<file path="src/logic/mac_tx_pkg.sv">
// Constants, types and the frame check function of the transmit frame assembler.
// Assumes one core clock; the host writes frames to buffer memory and the memory read
// side presents them as a byte stream, control byte first.
//
// Summary of operation
// - Device sends preamble and delimiter itself
// - Device pads and appends check sequence when configured
// - One control byte precedes every queued frame
// - Override bit clear selects global configuration
// - Oversize bit clear aborts frame at maximum length
// - Pad bit pads short frame to 60
// - Check bit set appends computed check sequence
// - Check bit clear verifies last four bytes
// - Global append off checks and reports last four
// - Global oversize off aborts over-length frames
// - Request bit starts; device clears, raises done
`default_nettype none

package mac_tx_pkg;

  // ****************************************
  // Control byte layout
  // ****************************************
  localparam int CTRL_OVERRIDE = 0;
  localparam int CTRL_FCS = 1;
  localparam int CTRL_PAD = 2;
  localparam int CTRL_OVERSIZE = 3;

  // Global pad select: bit 0 enables padding, bit 1 picks the long target
  localparam int PADSEL_ON = 0;
  localparam int PADSEL_LONG = 1;

  // ****************************************
  // Frame constants
  // ****************************************
  localparam logic [7:0] PREAMBLE_BYTE = 8'h55;
  localparam logic [7:0] SFD_BYTE = 8'hD5;
  localparam logic [7:0] PAD_BYTE = 8'h00;
  localparam logic [2:0] PREAMBLE_LAST = 3'h6;
  localparam logic [2:0] FCS_LAST = 3'h3;
  localparam logic [6:0] PAD_NONE = 7'h00;
  localparam logic [6:0] PAD_SHORT = 7'h3C;
  localparam logic [6:0] PAD_LONG = 7'h40;
  localparam logic [31:0] CRC_INIT = 32'hFFFFFFFF;
  localparam logic [31:0] CRC_POLY = 32'hEDB88320;
  localparam logic [31:0] CRC_RESIDUE = 32'hDEBB20E3;

  // ****************************************
  // Output buffer entry: {abort, last, data}
  // ****************************************
  localparam int BUF_WIDTH = 10;
  localparam int BUF_LAST = 8;
  localparam int BUF_ABORT = 9;

  typedef enum logic [3:0] {
    ST_IDLE, ST_CTRL, ST_PREAMBLE, ST_SFD, ST_DATA, ST_PAD, ST_FCS, ST_ABORT,
    ST_FLUSH, ST_DONE
  } state_t;

  // Reflected CRC-32 update by one byte
  function automatic logic [31:0] crc_step(input logic [31:0] c, input logic [7:0] d);
    logic [31:0] r;
    r = c ^ {24'h000000, d};
    for (int i = 0; i < 8; i++) begin
      r = r[0] ? ((r >> 1) ^ CRC_POLY) : (r >> 1);
    end
    return r;
  endfunction : crc_step

endpackage : mac_tx_pkg

`default_nettype wire

</file>
<file path="src/logic/tx_byte_buffer.sv">
// Two-entry buffer between the frame assembler and the wire serialiser.
// Assumes both sides on the same clock; a stall on the output loses no entry.
`default_nettype none

module tx_byte_buffer (
  input wire logic clk,
  input wire logic rst_n,
  input wire logic in_valid,
  input wire logic [mac_tx_pkg::BUF_WIDTH-1:0] in_data,
  output logic in_ready,
  output logic out_valid,
  output logic [mac_tx_pkg::BUF_WIDTH-1:0] out_data,
  input wire logic out_ready
);

  logic [mac_tx_pkg::BUF_WIDTH-1:0] mem [2];
  logic [mac_tx_pkg::BUF_WIDTH-1:0] next_mem [2];
  logic wr_ptr, rd_ptr, next_wr_ptr, next_rd_ptr;
  logic [1:0] fill, next_fill;
  logic do_wr, do_rd;

  assign in_ready = (fill != 2'h2);
  assign out_valid = (fill != 2'h0);
  assign out_data = mem[rd_ptr];

  always_comb begin
    do_wr = in_valid && in_ready;
    do_rd = out_valid && out_ready;
    next_mem[0] = mem[0];
    next_mem[1] = mem[1];
    next_wr_ptr = wr_ptr;
    next_rd_ptr = rd_ptr;
    next_fill = fill;
    if (do_wr) begin
      next_mem[wr_ptr] = in_data;
      next_wr_ptr = !wr_ptr;
    end
    if (do_rd) begin
      next_rd_ptr = !rd_ptr;
    end
    if (do_wr && !do_rd) begin
      next_fill = fill + 2'h1;
    end else if (do_rd && !do_wr) begin
      next_fill = fill - 2'h1;
    end
  end

  always_ff @(posedge clk or negedge rst_n) begin
    if (!rst_n) begin
      mem[0] <= '0;
      mem[1] <= '0;
      wr_ptr <= 1'b0;
      rd_ptr <= 1'b0;
      fill <= 2'h0;
    end else begin
      mem[0] <= next_mem[0];
      mem[1] <= next_mem[1];
      wr_ptr <= next_wr_ptr;
      rd_ptr <= next_rd_ptr;
      fill <= next_fill;
    end
  end

endmodule : tx_byte_buffer

`default_nettype wire

</file>
<file path="src/logic/mac_tx_frame_assembly.sv">
// Transmit frame assembler: reads control byte and frame from buffer memory,
// emits preamble, delimiter, frame, padding and check sequence to the serialiser.
// Assumes the memory side presents the frame as a byte stream ending in SRC_LAST.
`default_nettype none

module mac_tx_frame_assembly (
  input wire logic CORE_CLK,
  input wire logic ARST_N,
  // Host request and completion
  input wire logic TX_REQUEST_SET,
  input wire logic TX_CANCEL,
  output logic TX_REQUEST,
  output logic TX_DONE_FLAG,
  input wire logic TX_DONE_CLEAR,
  // Global configuration
  input wire logic GLOBAL_FCS_APPEND,
  input wire logic GLOBAL_OVERSIZE_ALLOW,
  input wire logic [2:0] GLOBAL_PAD_SELECT,
  input wire logic [15:0] MAX_FRAME_LENGTH,
  // Byte stream from buffer memory
  input wire logic SRC_VALID,
  input wire logic [7:0] SRC_DATA,
  input wire logic SRC_LAST,
  output logic SRC_READY,
  // Byte stream to the wire serialiser
  output logic TX_VALID,
  output logic [7:0] TX_DATA,
  output logic TX_LAST,
  output logic TX_ABORT,
  input wire logic TX_READY,
  // Status of the last packet
  output logic TX_ABORTED,
  output logic TX_GIANT,
  output logic TX_FCS_ERROR,
  output logic [15:0] TX_BYTE_COUNT
);

  // ****************************************
  // State
  // ****************************************
  mac_tx_pkg::state_t state, next_state;
  logic [31:0] crc, next_crc;
  logic [15:0] count, next_count;
  logic [2:0] step, next_step;
  logic src_done, next_src_done;
  logic opt_fcs, next_opt_fcs;
  logic opt_oversize, next_opt_oversize;
  logic [6:0] opt_pad_len, next_opt_pad_len;
  logic aborted, next_aborted;
  logic giant, next_giant;
  logic fcs_error, next_fcs_error;
  logic [15:0] byte_count, next_byte_count;
  logic req, next_req;
  logic done_flag, next_done_flag;

  logic push;
  logic [mac_tx_pkg::BUF_WIDTH-1:0] push_data;
  logic buf_ready;
  logic finish;
  logic over_limit;
  logic pad_more;
  logic [15:0] count_inc;
  logic [mac_tx_pkg::BUF_WIDTH-1:0] buf_out;

  assign count_inc = count + 16'h0001;
  assign pad_more = count_inc < {9'h000, opt_pad_len};
  assign over_limit = !opt_oversize && (count >= MAX_FRAME_LENGTH);

  // ****************************************
  // Frame sequencing
  // ****************************************
  always_comb begin
    next_state = state;
    next_crc = crc;
    next_count = count;
    next_step = step;
    next_src_done = src_done;
    next_opt_fcs = opt_fcs;
    next_opt_oversize = opt_oversize;
    next_opt_pad_len = opt_pad_len;
    next_aborted = aborted;
    next_giant = giant;
    next_fcs_error = fcs_error;
    next_byte_count = byte_count;
    push = 1'b0;
    push_data = '0;
    SRC_READY = 1'b0;
    finish = 1'b0;
    case (state)
      mac_tx_pkg::ST_IDLE: begin
        if (req) begin
          next_state = mac_tx_pkg::ST_CTRL;
          next_crc = mac_tx_pkg::CRC_INIT;
          next_count = 16'h0000;
          next_step = 3'h0;
          next_src_done = 1'b0;
          next_aborted = 1'b0;
          next_giant = 1'b0;
          next_fcs_error = 1'b0;
        end
      end
      mac_tx_pkg::ST_CTRL: begin
        SRC_READY = 1'b1;
        if (SRC_VALID) begin
          if (SRC_DATA[mac_tx_pkg::CTRL_OVERRIDE]) begin
            next_opt_fcs = SRC_DATA[mac_tx_pkg::CTRL_FCS];
            next_opt_oversize = SRC_DATA[mac_tx_pkg::CTRL_OVERSIZE];
            next_opt_pad_len = SRC_DATA[mac_tx_pkg::CTRL_PAD] ? mac_tx_pkg::PAD_SHORT
                                                                 : mac_tx_pkg::PAD_NONE;
          end else begin
            next_opt_fcs = GLOBAL_FCS_APPEND;
            next_opt_oversize = GLOBAL_OVERSIZE_ALLOW;
            if (!GLOBAL_PAD_SELECT[mac_tx_pkg::PADSEL_ON]) begin
              next_opt_pad_len = mac_tx_pkg::PAD_NONE;
            end else if (GLOBAL_PAD_SELECT[mac_tx_pkg::PADSEL_LONG]) begin
              next_opt_pad_len = mac_tx_pkg::PAD_LONG;
            end else begin
              next_opt_pad_len = mac_tx_pkg::PAD_SHORT;
            end
          end
          if (SRC_LAST) begin
            next_src_done = 1'b1;
            next_state = mac_tx_pkg::ST_ABORT;
          end else begin
            next_state = mac_tx_pkg::ST_PREAMBLE;
          end
        end
      end
      mac_tx_pkg::ST_PREAMBLE: begin
        push = 1'b1;
        push_data = {2'b00, mac_tx_pkg::PREAMBLE_BYTE};
        if (buf_ready) begin
          next_step = step + 3'h1;
          if (step == mac_tx_pkg::PREAMBLE_LAST) begin
            next_step = 3'h0;
            next_state = mac_tx_pkg::ST_SFD;
          end
        end
      end
      mac_tx_pkg::ST_SFD: begin
        push = 1'b1;
        push_data = {2'b00, mac_tx_pkg::SFD_BYTE};
        if (buf_ready) begin
          next_state = mac_tx_pkg::ST_DATA;
        end
      end
      mac_tx_pkg::ST_DATA: begin
        if (SRC_VALID && over_limit) begin
          next_giant = 1'b1;
          next_state = mac_tx_pkg::ST_ABORT;
        end else begin
          SRC_READY = buf_ready;
          push = SRC_VALID;
          push_data = {1'b0, SRC_LAST && !pad_more && !opt_fcs, SRC_DATA};
          if (SRC_VALID && buf_ready) begin
            next_crc = mac_tx_pkg::crc_step(crc, SRC_DATA);
            next_count = count_inc;
            if (SRC_LAST) begin
              next_src_done = 1'b1;
              if (pad_more) begin
                next_state = mac_tx_pkg::ST_PAD;
              end else if (opt_fcs) begin
                next_state = mac_tx_pkg::ST_FCS;
              end else begin
                next_state = mac_tx_pkg::ST_DONE;
              end
            end
          end
        end
      end
      mac_tx_pkg::ST_PAD: begin
        push = 1'b1;
        push_data = {1'b0, !pad_more && !opt_fcs, mac_tx_pkg::PAD_BYTE};
        if (buf_ready) begin
          next_crc = mac_tx_pkg::crc_step(crc, mac_tx_pkg::PAD_BYTE);
          next_count = count_inc;
          if (!pad_more) begin
            next_state = opt_fcs ? mac_tx_pkg::ST_FCS : mac_tx_pkg::ST_DONE;
          end
        end
      end
      mac_tx_pkg::ST_FCS: begin
        push = 1'b1;
        push_data = {1'b0, step == mac_tx_pkg::FCS_LAST, ~crc[8*step[1:0] +: 8]};
        if (buf_ready) begin
          next_count = count_inc;
          next_step = step + 3'h1;
          if (step == mac_tx_pkg::FCS_LAST) begin
            next_state = mac_tx_pkg::ST_DONE;
          end
        end
      end
      mac_tx_pkg::ST_ABORT: begin
        push = 1'b1;
        push_data = {2'b11, 8'h00};
        if (buf_ready) begin
          next_aborted = 1'b1;
          next_state = src_done ? mac_tx_pkg::ST_DONE : mac_tx_pkg::ST_FLUSH;
        end
      end
      mac_tx_pkg::ST_FLUSH: begin
        // Rest of an aborted frame is drained from memory
        SRC_READY = 1'b1;
        if (SRC_VALID && SRC_LAST) begin
          next_state = mac_tx_pkg::ST_DONE;
        end
      end
      mac_tx_pkg::ST_DONE: begin
        next_fcs_error = !opt_fcs && !aborted && (crc != mac_tx_pkg::CRC_RESIDUE);
        next_byte_count = count;
        finish = 1'b1;
        next_state = mac_tx_pkg::ST_IDLE;
      end
      default: begin
        next_state = mac_tx_pkg::ST_IDLE;
      end
    endcase
    // Cancel by the host ends the frame with an abort marker
    if (!req && state != mac_tx_pkg::ST_IDLE && state != mac_tx_pkg::ST_DONE &&
        state != mac_tx_pkg::ST_ABORT && state != mac_tx_pkg::ST_FLUSH) begin
      next_state = mac_tx_pkg::ST_ABORT;
      // Keep a last byte taken in this very cycle, or the drain would wait forever
      next_src_done = next_src_done || (state == mac_tx_pkg::ST_PAD) ||
                      (state == mac_tx_pkg::ST_FCS);
    end
  end

  always_ff @(posedge CORE_CLK or negedge ARST_N) begin
    if (!ARST_N) begin
      state <= mac_tx_pkg::ST_IDLE;
      crc <= mac_tx_pkg::CRC_INIT;
      count <= 16'h0000;
      step <= 3'h0;
      src_done <= 1'b0;
      opt_fcs <= 1'b0;
      opt_oversize <= 1'b0;
      opt_pad_len <= mac_tx_pkg::PAD_NONE;
      aborted <= 1'b0;
      giant <= 1'b0;
      fcs_error <= 1'b0;
      byte_count <= 16'h0000;
    end else begin
      state <= next_state;
      crc <= next_crc;
      count <= next_count;
      step <= next_step;
      src_done <= next_src_done;
      opt_fcs <= next_opt_fcs;
      opt_oversize <= next_opt_oversize;
      opt_pad_len <= next_opt_pad_len;
      aborted <= next_aborted;
      giant <= next_giant;
      fcs_error <= next_fcs_error;
      byte_count <= next_byte_count;
    end
  end

  // ****************************************
  // Request and done flag
  // ****************************************
  always_comb begin
    next_req = req;
    next_done_flag = done_flag;
    if (TX_CANCEL || finish) begin
      next_req = 1'b0;
    end
    if (TX_REQUEST_SET && state == mac_tx_pkg::ST_IDLE) begin
      next_req = 1'b1;
    end
    if (TX_DONE_CLEAR) begin
      next_done_flag = 1'b0;
    end
    if (finish) begin
      next_done_flag = 1'b1;
    end
  end

  always_ff @(posedge CORE_CLK or negedge ARST_N) begin
    if (!ARST_N) begin
      req <= 1'b0;
      done_flag <= 1'b0;
    end else begin
      req <= next_req;
      done_flag <= next_done_flag;
    end
  end

  // ****************************************
  // Output buffer and ports
  // ****************************************
  tx_byte_buffer i_tx_byte_buffer (
    .clk(CORE_CLK),
    .rst_n(ARST_N),
    .in_valid(push),
    .in_data(push_data),
    .in_ready(buf_ready),
    .out_valid(TX_VALID),
    .out_data(buf_out),
    .out_ready(TX_READY)
  );

  assign TX_DATA = buf_out[7:0];
  assign TX_LAST = buf_out[mac_tx_pkg::BUF_LAST];
  assign TX_ABORT = buf_out[mac_tx_pkg::BUF_ABORT];
  assign TX_REQUEST = req;
  assign TX_DONE_FLAG = done_flag;
  assign TX_ABORTED = aborted;
  assign TX_GIANT = giant;
  assign TX_FCS_ERROR = fcs_error;
  assign TX_BYTE_COUNT = byte_count;

endmodule : mac_tx_frame_assembly

`default_nettype wire

</file>
<file path="config.mk">
export PLATFORM = sky130hd
export DESIGN_NAME = mac_tx_frame_assembly
export DESIGN_NICKNAME = d
export VERILOG_FILES = /design/src/logic/mac_tx_pkg.sv /design/src/logic/tx_byte_buffer.sv /design/src/logic/mac_tx_frame_assembly.sv
export SDC_FILE = /design/constraint.sdc
export NUM_CORES = 1
export LEC_CHECK = 0
export BUFFER_PORTS_ARGS = -buffer_cell sky130_fd_sc_hd__buf_2
export CAP_MARGIN = 10
export CORE_AREA = 4 4 138 140
export CTS_CLUSTER_DIAMETER = 80
export DETAILED_ROUTE_END_ITERATION = 7
export DIE_AREA = 0 0 142 144
export PLACE_DENSITY = 0.66
export SLEW_MARGIN = 25
export SYNTH_ARGS = -nofsm -noshare
export SYNTH_HDL_FRONTEND = slang
export SYNTH_HIERARCHICAL = 1
export SYNTH_SLANG_ARGS = --single-unit
</file>
<file path="constraint.sdc">
create_clock -name CORE_CLK -period 3.2 [get_ports CORE_CLK]
set_input_delay 0.32 -clock CORE_CLK [delete_from_list [all_inputs] [get_ports CORE_CLK]]
set_output_delay 0.32 -clock CORE_CLK [all_outputs]
set_load 0.01 [all_outputs]
</file>
==> summary.txt <==
Outcome
  • Status: finished with violations
  • Failing checks: hold timing

Global route
  • GR Overflow Total: 0
  • First-pass GRT wire length: roughly 35 mm
  • Largest net degree at the start of global routing: approximately 110
  • Total GRT Usage: a little over a fifth
  • Initial antenna violation count: 0
  • Number of global-route vias before repair: between 6000 and 7000

STA
  • Minimum clock period: 3.077 ns
  • Setup-failing EPs final: 0
  • Final Cycle Share: ~96%
  • Skew final: 0.01311 ns
  • Slew @ Worst Pin: between 0.9 and 1 ns
  • Slew Viols, Final: 0
  • Slew headroom: a little over a third
  • F_max: 324.9 MHz
  • Final hold vios: 7
  • Hold_ws: -0.02169 ns

Final layout
  • Fillers: approximately 1600
  • Most frequent cells in the layout: xnor2_1, dfrtp_1, buf_2
  • ANT cells: 0
  • Commonest non-fill, non-tap cell in the layout: xnor2_1
  • Layout overhead on the synthesized area: 13.67%
  • Final Non-Filler Cells: 1118
  • Share of cells above drive strength 1: 31.61%
  • Nets: 949

Worst setup path
  • Critical R2R Capture: i_tx_byte_buffer/mem[13]$_DFFE_PN0P_
  • R2r setup slk: between 0.1 and 0.15 ns
  • CP Launch Type: flip-flop
  • Worst setup path category: reg -> reg
  • CP max FO: 10
  • Slowest-stage cell, CP: dfrtp_1
  • Worst reg2reg path startpoint: count[0]$_DFFE_PN0P_
  • Worst Path Arrival: about 3.3 ns
  • Worst path max stage delay: approximately 0.38 ns
  • Worst Path Required: approximately 3.5 ns
  • CP Capture Type: flip-flop
  • R2R cell count: 13
  • Worst-path cell chain: inv_1, ha_1, nand2b_1, a2111oi_2, buf_4, o311ai_1, o31a_1, nor2_2, o21ai_2, a21oi_2, and3b_2, buf_12, mux2_4

Logic synthesis
  • #FFs+latches synth: roughly 110
  • Yosys cell types: 83
  • Mapped Area: 0.008045 mm²
  • Synth area leaders: dfrtp_1, dfstp_2, xnor2_1
  • Number of flops mapped to enable cells by yosys: 0
  • Mapped Cells: between 800 and 900
  • Sequential area share after synthesis: 33.16%
  • Yosys warns: 6
  • Ys flop type: dfrtp_1
  • Post-synth top area share: 22.71%
  • Synthesized net count: a little under 900
  • Cell taking the most area after synthesis: dfrtp_1
  • Syn Area/Cell: 10.03 µm²
  • Ys async rst share: between 90% and 100%

Detailed routing
  • Drt total wl: between 20 and 25 mm
  • Total number of vias: ~6500
  • Drt pass-1 iters: 6
  • Residual DRC count: 0
  • DR vias/cell: 5.788
  • DRT iter0 DRCs: 698
  • Routed WL per cell: between 15 and 20 µm
  • Detail Route Antenna Nets: 0

Floorplan
  • Initial core utilization: between 40 and 50%
  • Die width: 142 µm
  • Core area: ~0.018 mm²
  • Row cnt: 49
  • Die area: about 0.020 mm²
  • Die H: approximately 140 µm
  • # IOs: 70

Power and ir drop
  • Switching share of power: between 40% and 50%
  • LEAKAGE: about 3.9 nW
  • Flop pwr share: 25.8%
  • Clock share of power: between 10% and 20%
  • P_sw: 4.074 mW
  • P per Cell Area: 1001 mW/mm²
  • VDD IR max: around 0.75 mV
  • Power Internal: between 5 and 6 mW
  • Combinational share of power: between 60% and 70%

Placed design
  • Port Buffers: 68
  • Final Wtd Congestion: between 0.9 and 1
  • Dpl hpwl: roughly 16 mm
  • DP Cell Count: ~1100

Clocking
  • Clock sink count: around 110
  • Later-pin clock latency in the skew report: 0.38 ns
  • H-Tree Level Count: 3
  • Register clock-pin slew on the reported worst setup and hold paths: roughly 0.080 ns
  • Clk buf depth: 2
  • CTS tree: built
  • CTS root buffer: clkbuf_16
  • CTS hold repair buffers: 0
  • Num CTS Buffers: 9

Flow run
  • MaxCap Viol Count: 0

Min path
  • Hold Crit Class: in -> async
flip-flops by register name, indices dropped and copies added, names as in the netlist, 2 cells and up:
register and cells:
crc 32, i_tx_byte_buffer/mem 20, TX_BYTE_COUNT 16, count 16
state 4, step 3, i_tx_byte_buffer/fill 2, opt_pad_len 2
worst max-delay path by stage:
stage / depth (start not counted) / end / slack, ns / from
6_report: 13 / i_tx_byte_buffer/mem[13]$_DFFE_PN0P_ / 0.12 / count[0]$_DFFE_PN0P_
5_1_grt: 13 / i_tx_byte_buffer/mem[15]$_DFFE_PN0P_ / -0.007 / count[0]$_DFFE_PN0P_
4_1_cts: 13 / i_tx_byte_buffer/mem[16]$_DFFE_PN0P_ / 0.01 / count[0]$_DFFE_PN0P_
2_1_floorplan: 14 / i_tx_byte_buffer/fill[1]$_DFFE_PN0P_ / 0.41 / count[0]$_DFFE_PN0P_
3_5_place_dp: 13 / i_tx_byte_buffer/mem[16]$_DFFE_PN0P_ / -0.03 / MAX_FRAME_LENGTH[0]
3_3_place_gp: 13 / i_tx_byte_buffer/mem[16]$_DFFE_PN0P_ / 0.01 / MAX_FRAME_LENGTH[0]
logic make-up after synthesis:
kind of cell	synth area share, %
AO/OA/AOI/OAI	15.66
XOR/XNOR	15.83
adder cells (fa/ha/maj)	4.355
buffers and inverters	5.350
flip-flops	33.16
multiplexers	14.53
AND/OR/NAND/NOR	11.12
layer usage:
metal | share of wire (%) | global-route usage [%]
met3 | 5.8 | 3.208
met4 | 3.4 | 8.384
met5 | 0 | 0
met1 | 44 | 29.54
met2 | 47 | 34.43
power by group through the flow:
stage               logic [mW]  clock network [mW]  registers [mW]
floorplan                 4.38                   0            2.09
global placement          5.48                   0            2.36
detailed placement        5.55                   0            2.37
CTS                       5.57                1.18            2.35
global route              6.13                1.22            2.42
finish                    5.64                1.15            2.36
Yosys cell counts, types with 14 or more instances:
| cell | n |
|---|---|
| o21ai_0 | 53 |
| clkbuf_1 | 17 |
| nor2_1 | 37 |
| a21oi_1 | 34 |
| mux2_2 | 50 |
| dfrtp_1 | 73 |
| dfstp_2 | 32 |
| ha_1 | 28 |
| mux2_4 | 21 |
| nand2_1 | 57 |
| inv_1 | 39 |
| xor2_1 | 38 |
| o31ai_1 | 14 |
| nand3_1 | 17 |
| xnor2_1 | 90 |
repair_timing:
action | CTS | global route
pin swaps | 0 | 7
setup buffers | 0 | 1
resized for setup | 1 | 9
endpoints found under the setup margin | 7 | 24
critical path, delay by kind of cell (launching register included):
family                     cells  cell delay (ns)
AOI/OAI and AO/OA              5             1.04
adders and majority gates      1             0.21
buffers and inverters          3             0.39
DFF                            1             0.38
muxes                          1             0.30
and+or+nand+nor                3             0.61
per-stage QoR:
step | worst slack, ns | power [mW] | setup TNS, ns | instance area, µm² | utilization (%)
6_report | 0.1225 | 9.154 | 0 | 9145 | 51.26
5_1_grt | -0.007218 | 9.773 | -0.01764 | 9145 | 51.26
3_5_place_dp | -0.02847 | 7.916 | -0.1726 | 8803 | 49.34
2_1_floorplan | 0.4148 | 6.471 | 0 | 8045 | -
4_1_cts | 0.01195 | 9.108 | 0 | 9115 | 51.09
3_3_place_gp | 0.01094 | 7.840 | 0 | 8803 | 49.34
area by class of cell:
| type | instances | area [µm²] | share of cell area, % |
|---|---|---|---|
| tap | 229 | 286.5 | 3.133 |
| multi-input combinational | 611 | 4982 | 54.48 |
| inverter | 40 | 150.1 | 1.642 |
| sequential | 105 | 2668 | 29.17 |
| clock buffer | 9 | 225.2 | 2.463 |
| clock inverter | 7 | 85.08 | 0.9304 |
| timing repair buffer | 117 | 748.2 | 8.182 |
Power figures use the tool's default switching activity.
